$ cat src/logic/pin_cfg_pkg.sv
package pin_cfg_pkg;
	localparam int        NUM_PINS      = 10;
	localparam int        NUM_REGS      = 5;
	localparam int        ADDR_W        = 8;
	localparam int        DATA_W        = 8;
	// register offsets, one register per pin pair
	localparam logic [7:0] ADDR_PINS_0_1 = 8'h15;
	localparam logic [7:0] ADDR_PINS_2_3 = 8'h16;
	localparam logic [7:0] ADDR_PINS_4_5 = 8'h17;
	localparam logic [7:0] ADDR_PINS_6_7 = 8'h18;
	localparam logic [7:0] ADDR_PINS_8_9 = 8'h19;
	localparam logic [7:0] CFG_RESET     = 8'h00;
	// field layout of the even pin; odd pin sits one nibble higher
	localparam int        FUNC_LSB      = 0;
	localparam int        TYPE_BIT      = 2;
	localparam int        WAKE_BIT      = 3;
	localparam int        ODD_SHIFT     = 4;
	// function codes
	localparam logic [1:0] FUNC_CODE_00  = 2'h0;
	localparam logic [1:0] FUNC_CODE_01  = 2'h1;
	localparam logic [1:0] FUNC_CODE_10  = 2'h2;
	localparam logic [1:0] FUNC_CODE_11  = 2'h3;
	// stable cycles before a debounced input changes
	localparam logic [3:0] DEBOUNCE_CYCLES = 4'h8;

	typedef enum logic [2:0] {
		MODE_ANALOG,
		MODE_RESERVED,
		MODE_DEDICATED,
		MODE_INPUT,
		MODE_OPEN_DRAIN,
		MODE_PUSH_PULL,
		MODE_SEQUENCER
	} pin_mode_t;

	// role of a pin from its index and function code
	function automatic pin_mode_t decode_mode(input int pin, input logic [1:0] code);
		pin_mode_t m;
		m = MODE_RESERVED;
		case (code)
			FUNC_CODE_00: begin
				if (pin == 0 || pin == 1 || pin == 2)
					m = MODE_ANALOG;
				else if (pin == 3 || pin == 5 || pin == 7)
					m = MODE_RESERVED;
				else
					m = MODE_DEDICATED;
			end
			FUNC_CODE_01: m = MODE_INPUT;
			FUNC_CODE_10: begin
				if (pin == 2 || pin == 7 || pin == 8 || pin == 9)
					m = MODE_SEQUENCER;
				else
					m = MODE_OPEN_DRAIN;
			end
			FUNC_CODE_11: m = MODE_PUSH_PULL;
			default: m = MODE_RESERVED;
		endcase
		return m;
	endfunction : decode_mode

	// register index that holds a pin's fields
	function automatic int reg_of(input int pin);
		return pin / 2;
	endfunction : reg_of
endpackage : pin_cfg_pkg

$ cat src/logic/pin_function_config_0_9.sv
`timescale 1ns/100ps
module pin_function_config_0_9
	import pin_cfg_pkg::*;
(
	input  wire logic                sys_clk_in,                    // 20 mhz register clock
	input  wire logic                rst_b_in,                      // power-on reset, active low
	input  wire logic [ADDR_W-1:0]   reg_addr_in,                   // register address
	input  wire logic                reg_wr_in,                     // write strobe
	input  wire logic [DATA_W-1:0]   reg_wdata_in,                  // write data
	output logic      [DATA_W-1:0]   reg_rdata_out,                 // read data, one cycle late
	input  wire logic [NUM_PINS-1:0] pin_output_level_in,           // per-pin output level setting
	input  wire logic [NUM_PINS-1:0] seq_active_in,                 // sequencer asks output active
	input  wire logic [NUM_PINS-1:0] pin_in,                        // pad input level
	output logic      [NUM_PINS-1:0] pin_out,                       // pad output level
	output logic      [NUM_PINS-1:0] pin_oe_out,                    // pad output enable
	output logic      [NUM_PINS-1:0] io_rail_second_out,            // output powered from second rail
	output logic      [NUM_PINS-1:0] general_input_out,             // asserted state of an input pin, driven-high state of an output pin
	output logic      [NUM_PINS-1:0] wake_out,                      // wake-up pulse per pin
	output logic                     power_enable_input_out,        // power enable asserted
	output logic                     system_enable_input_out,       // system enable asserted
	output logic                     core_switch_control_out,       // core switch control asserted
	output logic                     peripheral_switch_control_out, // peripheral switch asserted
	output logic                     analog_channel_one_out,        // pin 0 routed to channel one
	output logic                     analog_channel_two_out,        // pin 1 routed to channel two
	output logic                     analog_channel_three_out,      // pin 2 routed to channel three
	output logic                     comparator_enable_out          // pin 1 comparator connected
);

	logic      [DATA_W-1:0]   cfg [NUM_REGS];
	logic      [NUM_PINS-1:0] sync_a;
	logic      [NUM_PINS-1:0] sync_b;
	logic      [NUM_PINS-1:0] filtered;
	logic      [3:0]          deb_cnt [NUM_PINS];
	logic      [NUM_PINS-1:0] asserted_prev;
	pin_mode_t                mode [NUM_PINS];
	logic      [NUM_PINS-1:0] wake_suppress;
	logic      [NUM_PINS-1:0] polarity_high;
	logic      [NUM_PINS-1:0] is_input;
	logic      [NUM_PINS-1:0] asserted;
	logic      [NUM_PINS-1:0] next_out;
	logic      [NUM_PINS-1:0] next_oe;

	// register writes; unknown addresses are ignored
	always_ff @(posedge sys_clk_in or negedge rst_b_in) begin
		if (!rst_b_in) begin
			for (int r = 0; r < NUM_REGS; r++)
				cfg[r] <= CFG_RESET;
		end else if (reg_wr_in) begin
			case (reg_addr_in)
				ADDR_PINS_0_1: cfg[0] <= reg_wdata_in;
				ADDR_PINS_2_3: cfg[1] <= reg_wdata_in;
				ADDR_PINS_4_5: cfg[2] <= reg_wdata_in;
				ADDR_PINS_6_7: cfg[3] <= reg_wdata_in;
				ADDR_PINS_8_9: cfg[4] <= reg_wdata_in;
				default: ;
			endcase
		end
	end

	// registered read-back; unmapped addresses read zero
	always_ff @(posedge sys_clk_in or negedge rst_b_in) begin
		if (!rst_b_in) begin
			reg_rdata_out <= 8'h00;
		end else begin
			case (reg_addr_in)
				ADDR_PINS_0_1: reg_rdata_out <= cfg[0];
				ADDR_PINS_2_3: reg_rdata_out <= cfg[1];
				ADDR_PINS_4_5: reg_rdata_out <= cfg[2];
				ADDR_PINS_6_7: reg_rdata_out <= cfg[3];
				ADDR_PINS_8_9: reg_rdata_out <= cfg[4];
				default:       reg_rdata_out <= 8'h00;
			endcase
		end
	end

	// field extraction per pin; odd pins use the upper nibble
	always_comb begin
		for (int p = 0; p < NUM_PINS; p++) begin
			int sh;
			sh = (p % 2) * ODD_SHIFT;
			wake_suppress[p] = cfg[reg_of(p)][WAKE_BIT + sh];
			polarity_high[p] = cfg[reg_of(p)][TYPE_BIT + sh];
			mode[p] = decode_mode(p, cfg[reg_of(p)][FUNC_LSB + sh +: 2]);
			// inputs: general input and dedicated inputs only
			is_input[p] = (mode[p] == MODE_INPUT) || (mode[p] == MODE_DEDICATED);
		end
	end

	// two-flop synchroniser for the pads
	always_ff @(posedge sys_clk_in or negedge rst_b_in) begin
		if (!rst_b_in) begin
			sync_a <= '0;
			sync_b <= '0;
		end else begin
			sync_a <= pin_in;
			sync_b <= sync_a;
		end
	end

	// debounce filter; the level setting switches it on for inputs
	always_ff @(posedge sys_clk_in or negedge rst_b_in) begin
		if (!rst_b_in) begin
			filtered <= '0;
			for (int p = 0; p < NUM_PINS; p++)
				deb_cnt[p] <= 4'h0;
		end else begin
			for (int p = 0; p < NUM_PINS; p++) begin
				if (!pin_output_level_in[p]) begin
					filtered[p] <= sync_b[p];
					deb_cnt[p]  <= 4'h0;
				end else if (sync_b[p] == filtered[p]) begin
					deb_cnt[p] <= 4'h0;
				end else if (deb_cnt[p] == DEBOUNCE_CYCLES - 4'h1) begin
					filtered[p] <= sync_b[p];
					deb_cnt[p]  <= 4'h0;
				end else begin
					deb_cnt[p] <= deb_cnt[p] + 4'h1;
				end
			end
		end
	end

	// polarity applied; non-input roles never read as asserted
	always_comb begin
		for (int p = 0; p < NUM_PINS; p++)
			asserted[p] = is_input[p] & (filtered[p] ~^ polarity_high[p]);
	end

	// wake on passive-to-active edge unless suppressed
	// history starts as active so reset itself never looks like an edge
	always_ff @(posedge sys_clk_in or negedge rst_b_in) begin
		if (!rst_b_in) begin
			asserted_prev <= '1;
			wake_out      <= '0;
		end else begin
			asserted_prev <= asserted;
			wake_out      <= asserted & ~asserted_prev & ~wake_suppress;
		end
	end

	// pad drive per role
	always_comb begin
		for (int p = 0; p < NUM_PINS; p++) begin
			next_out[p] = 1'b0;
			next_oe[p]  = 1'b0;
			case (mode[p])
				MODE_OPEN_DRAIN: begin
					next_out[p] = 1'b0;
					next_oe[p]  = ~pin_output_level_in[p];
				end
				MODE_PUSH_PULL: begin
					next_out[p] = pin_output_level_in[p];
					next_oe[p]  = 1'b1;
				end
				MODE_SEQUENCER: begin
					// level setting picks which pad level means active
					next_out[p] = seq_active_in[p] ~^ pin_output_level_in[p];
					next_oe[p]  = 1'b1;
				end
				default: begin
					next_out[p] = 1'b0;
					next_oe[p]  = 1'b0;
				end
			endcase
		end
	end

	// pad outputs and rail select registered to avoid glitches on writes
	always_ff @(posedge sys_clk_in or negedge rst_b_in) begin
		if (!rst_b_in) begin
			pin_out            <= '0;
			pin_oe_out         <= '0;
			io_rail_second_out <= '0;
		end else begin
			pin_out            <= next_out;
			pin_oe_out         <= next_oe;
			io_rail_second_out <= polarity_high;
		end
	end

	// status and dedicated functions
	always_ff @(posedge sys_clk_in or negedge rst_b_in) begin
		if (!rst_b_in) begin
			general_input_out             <= '0;
			power_enable_input_out        <= 1'b0;
			system_enable_input_out       <= 1'b0;
			core_switch_control_out       <= 1'b0;
			peripheral_switch_control_out <= 1'b0;
		end else begin
			// status bit follows the pin's asserted input, or its drive when output
			for (int p = 0; p < NUM_PINS; p++)
				general_input_out[p] <= is_input[p] ? asserted[p] : (next_oe[p] & next_out[p]);
			power_enable_input_out        <= (mode[9] == MODE_DEDICATED) & asserted[9];
			system_enable_input_out       <= (mode[8] == MODE_DEDICATED) & asserted[8];
			core_switch_control_out       <= (mode[4] == MODE_DEDICATED) & asserted[4];
			peripheral_switch_control_out <= (mode[6] == MODE_DEDICATED) & asserted[6];
		end
	end

	// analog routing
	always_ff @(posedge sys_clk_in or negedge rst_b_in) begin
		if (!rst_b_in) begin
			analog_channel_one_out   <= 1'b0;
			analog_channel_two_out   <= 1'b0;
			analog_channel_three_out <= 1'b0;
			comparator_enable_out    <= 1'b0;
		end else begin
			analog_channel_one_out   <= (mode[0] == MODE_ANALOG);
			analog_channel_two_out   <= (mode[1] == MODE_ANALOG);
			analog_channel_three_out <= (mode[2] == MODE_ANALOG);
			comparator_enable_out    <= (mode[1] == MODE_ANALOG);
		end
	end

endmodule : pin_function_config_0_9

$ cat config.mk
export PLATFORM = sky130hd
export DESIGN_NAME = pin_function_config_0_9
export DESIGN_NICKNAME = d
export VERILOG_FILES = /design/src/logic/pin_cfg_pkg.sv /design/src/logic/pin_function_config_0_9.sv
export SDC_FILE = /design/constraint.sdc
export NUM_CORES = 1
export LEC_CHECK = 0
export ABC_AREA = 1
export BUFFER_PORTS_ARGS = -buffer_cell sky130_fd_sc_hd__buf_2
export CORE_UTILIZATION = 53
export CTS_BUF_LIST = sky130_fd_sc_hd__clkbuf_8
export CTS_CLUSTER_DIAMETER = 60
export DETAILED_ROUTE_END_ITERATION = 12
export GPL_TIMING_DRIVEN = 0
export PLACE_DENSITY_LB_ADDON = 0.25
export SYNTH_ARGS = -nofsm -noshare
export SYNTH_HDL_FRONTEND = slang
export SYNTH_SLANG_ARGS = --single-unit
$ cat constraint.sdc
create_clock -name sys_clk_in -period 1.1 [get_ports sys_clk_in]
set_input_delay 0.055 -clock sys_clk_in [delete_from_list [all_inputs] [get_ports sys_clk_in]]
set_output_delay 0.055 -clock sys_clk_in [all_outputs]
set_load 0.005 [all_outputs]
# ---- Word-level counts from Yosys, hierarchy flattened
# Cells that the tools add are included.
dict set report word_totals {
  ff_bits 185
  inputBits 49
}
dict set report op_classes {
  n_mux 101
  n_eq_ne 125
  n_bitwise 58
  n_reduce_logical 48
  add_sub_neg 10
}
# cell n
set op_table {}
lappend op_table {{$mux W4} 30}
lappend op_table {{$pmux W3 S4} 10}
lappend op_table {{$eq A3 B3 Y1 const B} 30}
lappend op_table {{$eq A3 B2 Y1 const B} 20}
lappend op_table {{$add A4 B1 Y4 const B} 10}
lappend op_table {{$eq A2 B2 Y1 const B} 20}
lappend op_table {{$eq A4 B3 Y1 const B} 10}
lappend op_table {{$eq A8 B5 Y1 const B} 5}
lappend op_table {{$mux W1} 40}
lappend op_table {{$pmux W1 S2} 20}
lappend op_table {{$pmux W8 S5} 1}
lappend op_table {{$reduce_and A2 Y1} 15}
lappend op_table {{$and A1 B1 Y1} 24}
lappend op_table {{$and A10 B10 Y10} 2}
lappend op_table {{$eq A2 B1 Y1 const B} 10}
lappend op_table {{$logic_not A2 Y1} 10}
lappend op_table {{$ne A2 B1 Y1 const B} 10}
lappend op_table {{$ne A2 B2 Y1 const B} 10}
lappend op_table {{$not A10 Y10} 2}
lappend op_table {{$reduce_or A2 Y1} 10}
lappend op_table {{$xnor A1 B1 Y1} 20}
lappend op_table {{$eq A1 B1 Y1} 10}
lappend op_table {{$logic_or A1 B1 Y1} 10}
lappend op_table {{$not A1 Y1} 10}
lappend op_table {{$logic_not A3 Y1} 3}

# ---- Longest topological paths before layout
# Gate-level depths: netlist of run 1.
dict set report depth {
  depth_word 7
  depth_mapped 8
  depth_no_buf 7
}

# ---- Worst setup path before layout of run 1
# Ideal clock, no wire load.
dict set report synth_path {
  path_kind {register -> register}
  from {reg deb_cnt[4] (netlist name)}
  to {reg deb_cnt[7] (netlist name)}
  setup_time_ps 120
  setup_slack_ps 50
  t_required_ps 980
  t_arrival_ps 930
  path_stages_with_launch 7
  cell_sequence {dfrtp_1 -> ha_1 -> nand2_1 -> o21ai_0 -> inv_1 -> nand2_1 -> nor2_1}
}
dict set report synth_via {
  elab_chain_len 4
}
# element line
set synth_rtl {}
lappend synth_rtl {{start, declared} pin_function_config_0_9.sv:33} ;# logic [3:0] deb_cnt [NUM_PINS];
lappend synth_rtl {{start signal, assigned by index} pin_function_config_0_9.sv:117} ;# deb_cnt[p] <= deb_cnt[p] + 4'h1;
lappend synth_rtl {{$add A4 B1 Y4 / $eq A4 B3 Y1 (equally long branches)} {pin_function_config_0_9.sv:117, pin_function_config_0_9.sv:113}}
lappend synth_rtl {{$mux W4 (*)} pin_function_config_0_9.sv:113} ;# end else if (deb_cnt[p] == DEBOUNCE_CYCLES - 4'h1) begin
lappend synth_rtl {{$mux W4 (*)} pin_function_config_0_9.sv:111} ;# end else if (sync_b[p] == filtered[p]) begin
lappend synth_rtl {{$mux W4 (*)} pin_function_config_0_9.sv:108} ;# if (!pin_output_level_in[p]) begin
# Mark *: on every way between the ends. The rest lies on a longest branch, timed or not.
# A chain may end at the register's enable or synchronous reset.

# ---- Final worst setup path of run 1
dict set report layout_path {
  from {reg cfg[12] (netlist name)}
  to {reg general_input_out[7]}
}
# element line
set layout_lines {}
lappend layout_lines {{start, declared} pin_function_config_0_9.sv:29} ;# logic [DATA_W-1:0] cfg [NUM_REGS];
lappend layout_lines {{$eq A2 B2 Y1, or another cell as far along} pin_cfg_pkg.sv:40} ;# case (code)
lappend layout_lines {{$pmux W3 S4 (*)} pin_cfg_pkg.sv:40}
lappend layout_lines {{$eq A3 B3 Y1} pin_function_config_0_9.sv:146} ;# case (mode[p])
lappend layout_lines {{$pmux W1 S2 (*)} pin_function_config_0_9.sv:146}
lappend layout_lines {{named net next_out[7]} pin_function_config_0_9.sv:40} ;# logic [NUM_PINS-1:0] next_out;
lappend layout_lines {{$and A1 B1 Y1 (*)} pin_function_config_0_9.sv:192} ;# general_input_out[p] <= is_input[p] ? asserted[p] : (next_oe[p] & next_out[p]);
lappend layout_lines {{$mux W1 (*)} pin_function_config_0_9.sv:192}
lappend layout_lines {{end signal, assigned by index} pin_function_config_0_9.sv:192}
lappend layout_lines {{end, declared} pin_function_config_0_9.sv:17} ;# output logic [NUM_PINS-1:0] general_input_out,
# The timed path passes the listed nets; every way through them passes the cells marked *.

==> out/qor.yml, run 1 <==
layout.nets: 976
hold_viol_final: 0
end_kind: "register"
ys_types: 25
n_fill_cell: 1028
grt_usage_pct: 23.77
fin_ws_ns: -0.04106
core_mm2: 0.01335
grt_pass1_wl_um: 26010
ios: 115
initial_core_util_pct: 54.73
h-tree-depth: 4
portBuffers: 108
syn_nets: 796
ys_seq_area_share_pct: 63.54
register_area_mm2: 0.004643
final_common_cell: "dfrtp_1"
fmax_mhz: 876.4
final_max_slew_viol_count: 0
worstSetupPathType: "register to register"
drv_cap: 0
mostFrequentLayoutCells: "dfrtp_1, nand2_1, buf_2"
finalCritPeriodShare_pct: 103.7
ys_seq_elements: 185
overflow: 0
clk_pin_slew_ns: 0.09
syn_inst: 734
dpl_cell_area_mm2: 0.008104
gp_congestion: 0.9657
cts_buffers: 17
place_worst_setup_slack_ns: -0.1596
area_growth_pct: 26.25
drcViolationCount: 0
cts_tree: "done"
tightest_slew_ns: 0.4940
synth_area_leaders: "dfrtp_1, nand2_1, o21ai_0, inv_1, nor2_1"
clockRootBuffer: "clkbuf_8"
rsz0062_at_grt: "true"
antenna_found_initial: 1
critPathMaxFanout: 4
startpoint_type: "register"
cts_buffer_depth: 2
hold_path.class: "input pin to async pin"
violations: "setup timing"
yosysTopAreaCell: "dfrtp_1"
layout_min_cycle_time_ns: 1.141
dieArea_mm2: 0.01426
powerDensity_mw_per_mm2: 1441
ys_warn_count: 0
synth-main-ff-cell: "dfrtp_1"
drive_above_1_share_pct: 27.40
clkSinkCount: 185
drt_iter0_drc: 259
drtPass1Iterations: 5
vias: 5549
die_height_um: 119.4
grt_max_degree: 98
ir_drop_v: 0.0008512
fin_area_mm2: 0.009224
fp.dieW_um: 119.4
hpwl_um: 11010
reg_top3: "cfg: 40 flops, deb_cnt: 40 flops"
drt_wl_total_um: 16070
synthArstFlopShare_pct: 100.0
finalPower_mw: 13.29
skew_ns: 0.01026
grt_pass1_vias: 5432
multi_input_area_mm2: 0.002484
clk_latency_ns: 0.46
synth_area_mm2: 0.007306
status: "complete, but fails checks"
utilization_pct: 69.10
yosysTopAreaCellShare_pct: 59.94
cellLeakagePower_nw: 4.856
cp.arrival_ns: 1.53
syn_area_per_cell_um2: 9.953
final-setup-viol-count: 4
fp-row-count: 42
postRouteAntennaNets: 0
num_antenna_cells: 0
crit_required_ns: 1.48
viasPerCell: 5.031
wl_per_cell_um: 14.57
synth_edf_count: 0
relSlewSlack_pct: 67.07
[worst max-delay path, stage by stage, from the launching register on]
cell     delay [ns]
dfrtp_1        0.43
inv_2          0.10
ha_4           0.13
nand3_1        0.09
o21ai_2        0.09
inv_1          0.07
o21ai_1        0.16
[synth_stat cells, types with 6 or more instances]
master      n
a21oi_1     8
dfrtp_1   175
dfstp_2    10
ha_1       13
inv_1      89
nand2_1   151
nand2_2     6
nand3_1    56
nor2_1     78
nor2_4      8
nor3_1     10
o211ai_1    8
o21ai_0    70
o21ai_1     8
xor2_1     20
[layer usage]
metal  vias up  track usage (%)  part of all wire, %
met2       150            37.75                   49
met3        25            6.130                  5.0
li1       2677                -                    -
met4         2            9.219                  1.8
met5         -                0                0.062
met1      2695            31.48                   44
[final timing paths]
kind	start	end	slack (ns)	depth (start not counted)
worst min-delay path	rst_b_in	sync_a[2]	0.12	2
worst min register to register	sync_a[3]	sync_b[3]	0.35	0
worst max register to register	cfg[12]	general_input_out[7]	-0.04	6
worst max-delay path	cfg[12]	general_input_out[7]	-0.04	6
min in group sys_clk_in	reg_wr_in	cfg[23]	0.12	4
max in group asynchronous	rst_b_in	asserted_prev[8]	0.18	3
[cell type report]
| type | count | share of cell area, % |
|---|---|---|
| clock inverter | 11 | 1.058 |
| buffer | 11 | 0.7732 |
| inverter | 91 | 3.703 |
| sequential | 185 | 50.34 |
| clock buffer | 21 | 3.133 |
| timing repair buffer | 162 | 11.68 |
| tap | 176 | 2.387 |
| multi-input combinational | 446 | 26.93 |
[metrics by stage]
| stage | setup TNS (ns) | hold WS, ns | instances |
|---|---|---|---|
| global placement | -493.00 | 0.1625 | 1018 |
| floorplan | 0 | -0.2406 | 734 |
| finish | -0.1212 | 0.1220 | 1103 |
| CTS | -0.004666 | 0.09689 | 1093 |
| detailed placement | -5.296 | 0.09848 | 1019 |
| global route | -0.9072 | 0.1115 | 1103 |
[power breakdown]
group          internal [mW]  total, mW  switching [mW]
clock network           2.02       4.32            2.31
registers               7.23       7.53           0.294
logic                  0.628       1.44           0.815
total                   9.88       13.3            3.41
[cell families (layout without fill, tap and decap cells)]
group	count (synthesis)	in the layout	synth area share, %
fa+ha+maj	13	13	2.226
xor+xnor	20	20	2.398
simple gates	319	319	19.37
compound gates	94	94	6.714
buf+inv	103	296	5.754
flops	185	185	63.54
[what timing repair did]
item,4_1_cts,5_1_grt
hold buffers,33,0
setup endpoints to repair,17,128
gates resized for setup,25,60
endpoints found under the hold margin,210,0
setup buffers,10,10
gates cloned,0,0
pin swaps,1,15
Note: power is estimated with default switching activity, not from simulation.
==> inputs of run 2 (changes only) <==
ABC_AREA = default   (was 1)
==> out/qor.yml, run 2 <==
wl_per_cell_um: 17.41
crit_path_cell_trace: "ha_2 > a21o_1 > a22o_1 > mux2_2"
crit_required_ns: 1.46
yosysTopAreaCell: "dfrtp_1"
hold_buffers: 32
layout_min_cycle_time_ns: 1.383
reg_top3: "cfg: 40 flops, deb_cnt: 40 flops"
drv_cap: 0
clockRootBuffer: "clkbuf_8"
crit_slowest_cell: "dfrtp_1"
final-setup-viol-count: 73
powerDensity_mw_per_mm2: 1376
skew_ns: 0.008373
final_common_cell: "dfrtp_1"
relSlewSlack_pct: 53.44
ir_drop_v: 0.001034
hold-worst-slack_ns: -0.4047
num_antenna_cells: 0
syn_area_per_cell_um2: 13.51
place_worst_setup_slack_ns: -0.9437
dpl_cell_area_mm2: 0.008190
max_stage_delay_ns: 0.42
clkSinkCount: 185
portBuffers: 108
synth_most_common_cell: "dfrtp_1"
cp.arrival_ns: 1.74
drt_wl_total_um: 16530
cts_buffer_depth: 2
fp-row-count: 42
worstSetupPathType: "register to register"
ys_types: 47
ios: 115
synth_area_mm2: 0.007253
vias: 4988
die_height_um: 119.0
rsz0062_at_grt: "true"
cp_num_buf_inv: 0
fmax_mhz: 723.0
path_delay_family: "flip-flops"
yosysTopAreaCellShare_pct: 60.38
grt_max_degree: 99
utilization_pct: 75.78
synthArstFlopShare_pct: 100.0
ys_seq_elements: 185
cts_tree: "done"
cellLeakagePower_nw: 5.147
end_kind: "register"
fp.dieW_um: 119.0
synth_area_leaders: "dfrtp_1, mux2_2, dfstp_2, xor2_1, ha_1"
finalCritPeriodShare_pct: 125.7
drcViolationCount: 0
gp_congestion: 0.8880
clk_latency_ns: 0.47
synth_edf_count: 0
ys_warn_count: 0
n_fill_cell: 817
place_inst: 822
hold_path.class: "input pin to async pin"
layout.nets: 822
mostFrequentLayoutCells: "dfrtp_1, buf_2, mux2_4"
antenna_found_initial: 1
core_mm2: 0.01330
fin_area_mm2: 0.01007
grt_pass1_wl_um: 26320
synth-main-ff-cell: "dfrtp_1"
area_growth_pct: 38.90
startpoint_type: "register"
hold_viol_final: 92
initial_core_util_pct: 54.55
hpwl_um: 10110
viasPerCell: 5.256
syn_inst: 537
final_max_slew_viol_count: 0
syn_nets: 599
clk_pin_slew_ns: 0.09
fin_ws_ns: -0.2831
grt_pass1_vias: 5400
overflow: 0
drive_above_1_share_pct: 46.44
status: "complete, but fails checks"
tightest_slew_ns: 0.6926
cts_buffers: 17
violations: "hold timing, setup timing"
ys_seq_area_share_pct: 64.00
grt_usage_pct: 24.56
critPathMaxFanout: 3
instances_no_fill: 949
drt_iter0_drc: 345
postRouteAntennaNets: 0
drtPass1Iterations: 5
ys_top_cells_by_count: "dfrtp_1, mux2_2, nor2_1, xor2_1"
h-tree-depth: 4
dieArea_mm2: 0.01416
-- run 2: worst reg2reg max path: cells and delay by family, from the launching register on --
kind	cells	cell delay, ns
adder cells (fa/ha/maj)	1	0.20
multiplexers	1	0.27
flip-flops	1	0.42
AO/OA/AOI/OAI	2	0.38
-- run 2: logic make-up (layout without fill, tap and decap cells) --
| kind of cell | after synthesis | after routing | synth area share (%) |
|---|---|---|---|
| AOI/OAI and AO/OA | 43 | 43 | 4.572 |
| xor gates and xnor gates | 38 | 38 | 4.589 |
| adders and majority gates | 13 | 13 | 2.243 |
| buffers and inverters | 40 | 276 | 2.329 |
| DFF | 185 | 185 | 64.00 |
| muxes | 56 | 56 | 9.022 |
| and+or+nand+nor | 162 | 162 | 13.25 |
-- run 2: final timing paths --
check | cells past startpoint | from | slack (ns) | end
max | 4 | cfg[13] | -0.28 | general_input_out[7]
min | 1 | rst_b_in | -0.40 | deb_cnt[10]
max reg2reg | 4 | cfg[13] | -0.28 | general_input_out[7]
min reg2reg | 0 | sync_a[8] | 0.35 | sync_b[8]
max in group asynchronous | 2 | rst_b_in | 0.63 | asserted_prev[4]
min in group sys_clk_in | 4 | seq_active_in[9] | 0.04 | pin_out[9]
-- run 2: power breakdown --
| part | internal [mW] | switching (mW) | total [mW] |
|---|---|---|---|
| clock network | 2.68 | 2.25 | 4.93 |
| logic | 0.799 | 0.715 | 1.51 |
| registers | 7.16 | 0.262 | 7.42 |
| total | 10.6 | 3.23 | 13.9 |
-- run 2: timing repair --
item / 4_1_cts / 5_1_grt
pin swaps: 40 / 47
hold endpoints to repair: 215 / 91
resized for setup: 83 / 69
endpoints found under the setup margin: 58 / 90
setup buffers: 52 / 17
-- run 2: routing by layer --
| metal | track usage, % | up-vias | wire length [um] |
|---|---|---|---|
| met2 | 42.08 | 137 | 8767 |
| met1 | 29.21 | 2514 | 6648 |
| li1 | - | 2301 | - |
| met3 | 5.987 | 34 | 697 |
| met4 | 11.23 | 2 | 397 |
| met5 | 0 | - | 13 |
-- run 2: through the flow --
stage / setup TNS (ns) / power (mW)
final: -6.878 / 13.86
after CTS: -6.995 / 13.78
after global routing: -8.978 / 14.43
after detailed placement: -36.69 / 8.586
after floorplan: -21.84 / 8.005
after global placement: -524.83 / 8.503
-- run 2: final cells by class --
cell class	count	area, um^2	share of cell area, %
inverters	26	103.9	1.031
multi-input cells	312	3069	30.46
repair buffers	206	1508	14.97
clock inverters	11	152.6	1.515
plain buffers	12	85.08	0.8445
flip-flops and latches	185	4647	46.13
well taps	176	220.2	2.186
clock buffers	21	289.0	2.869
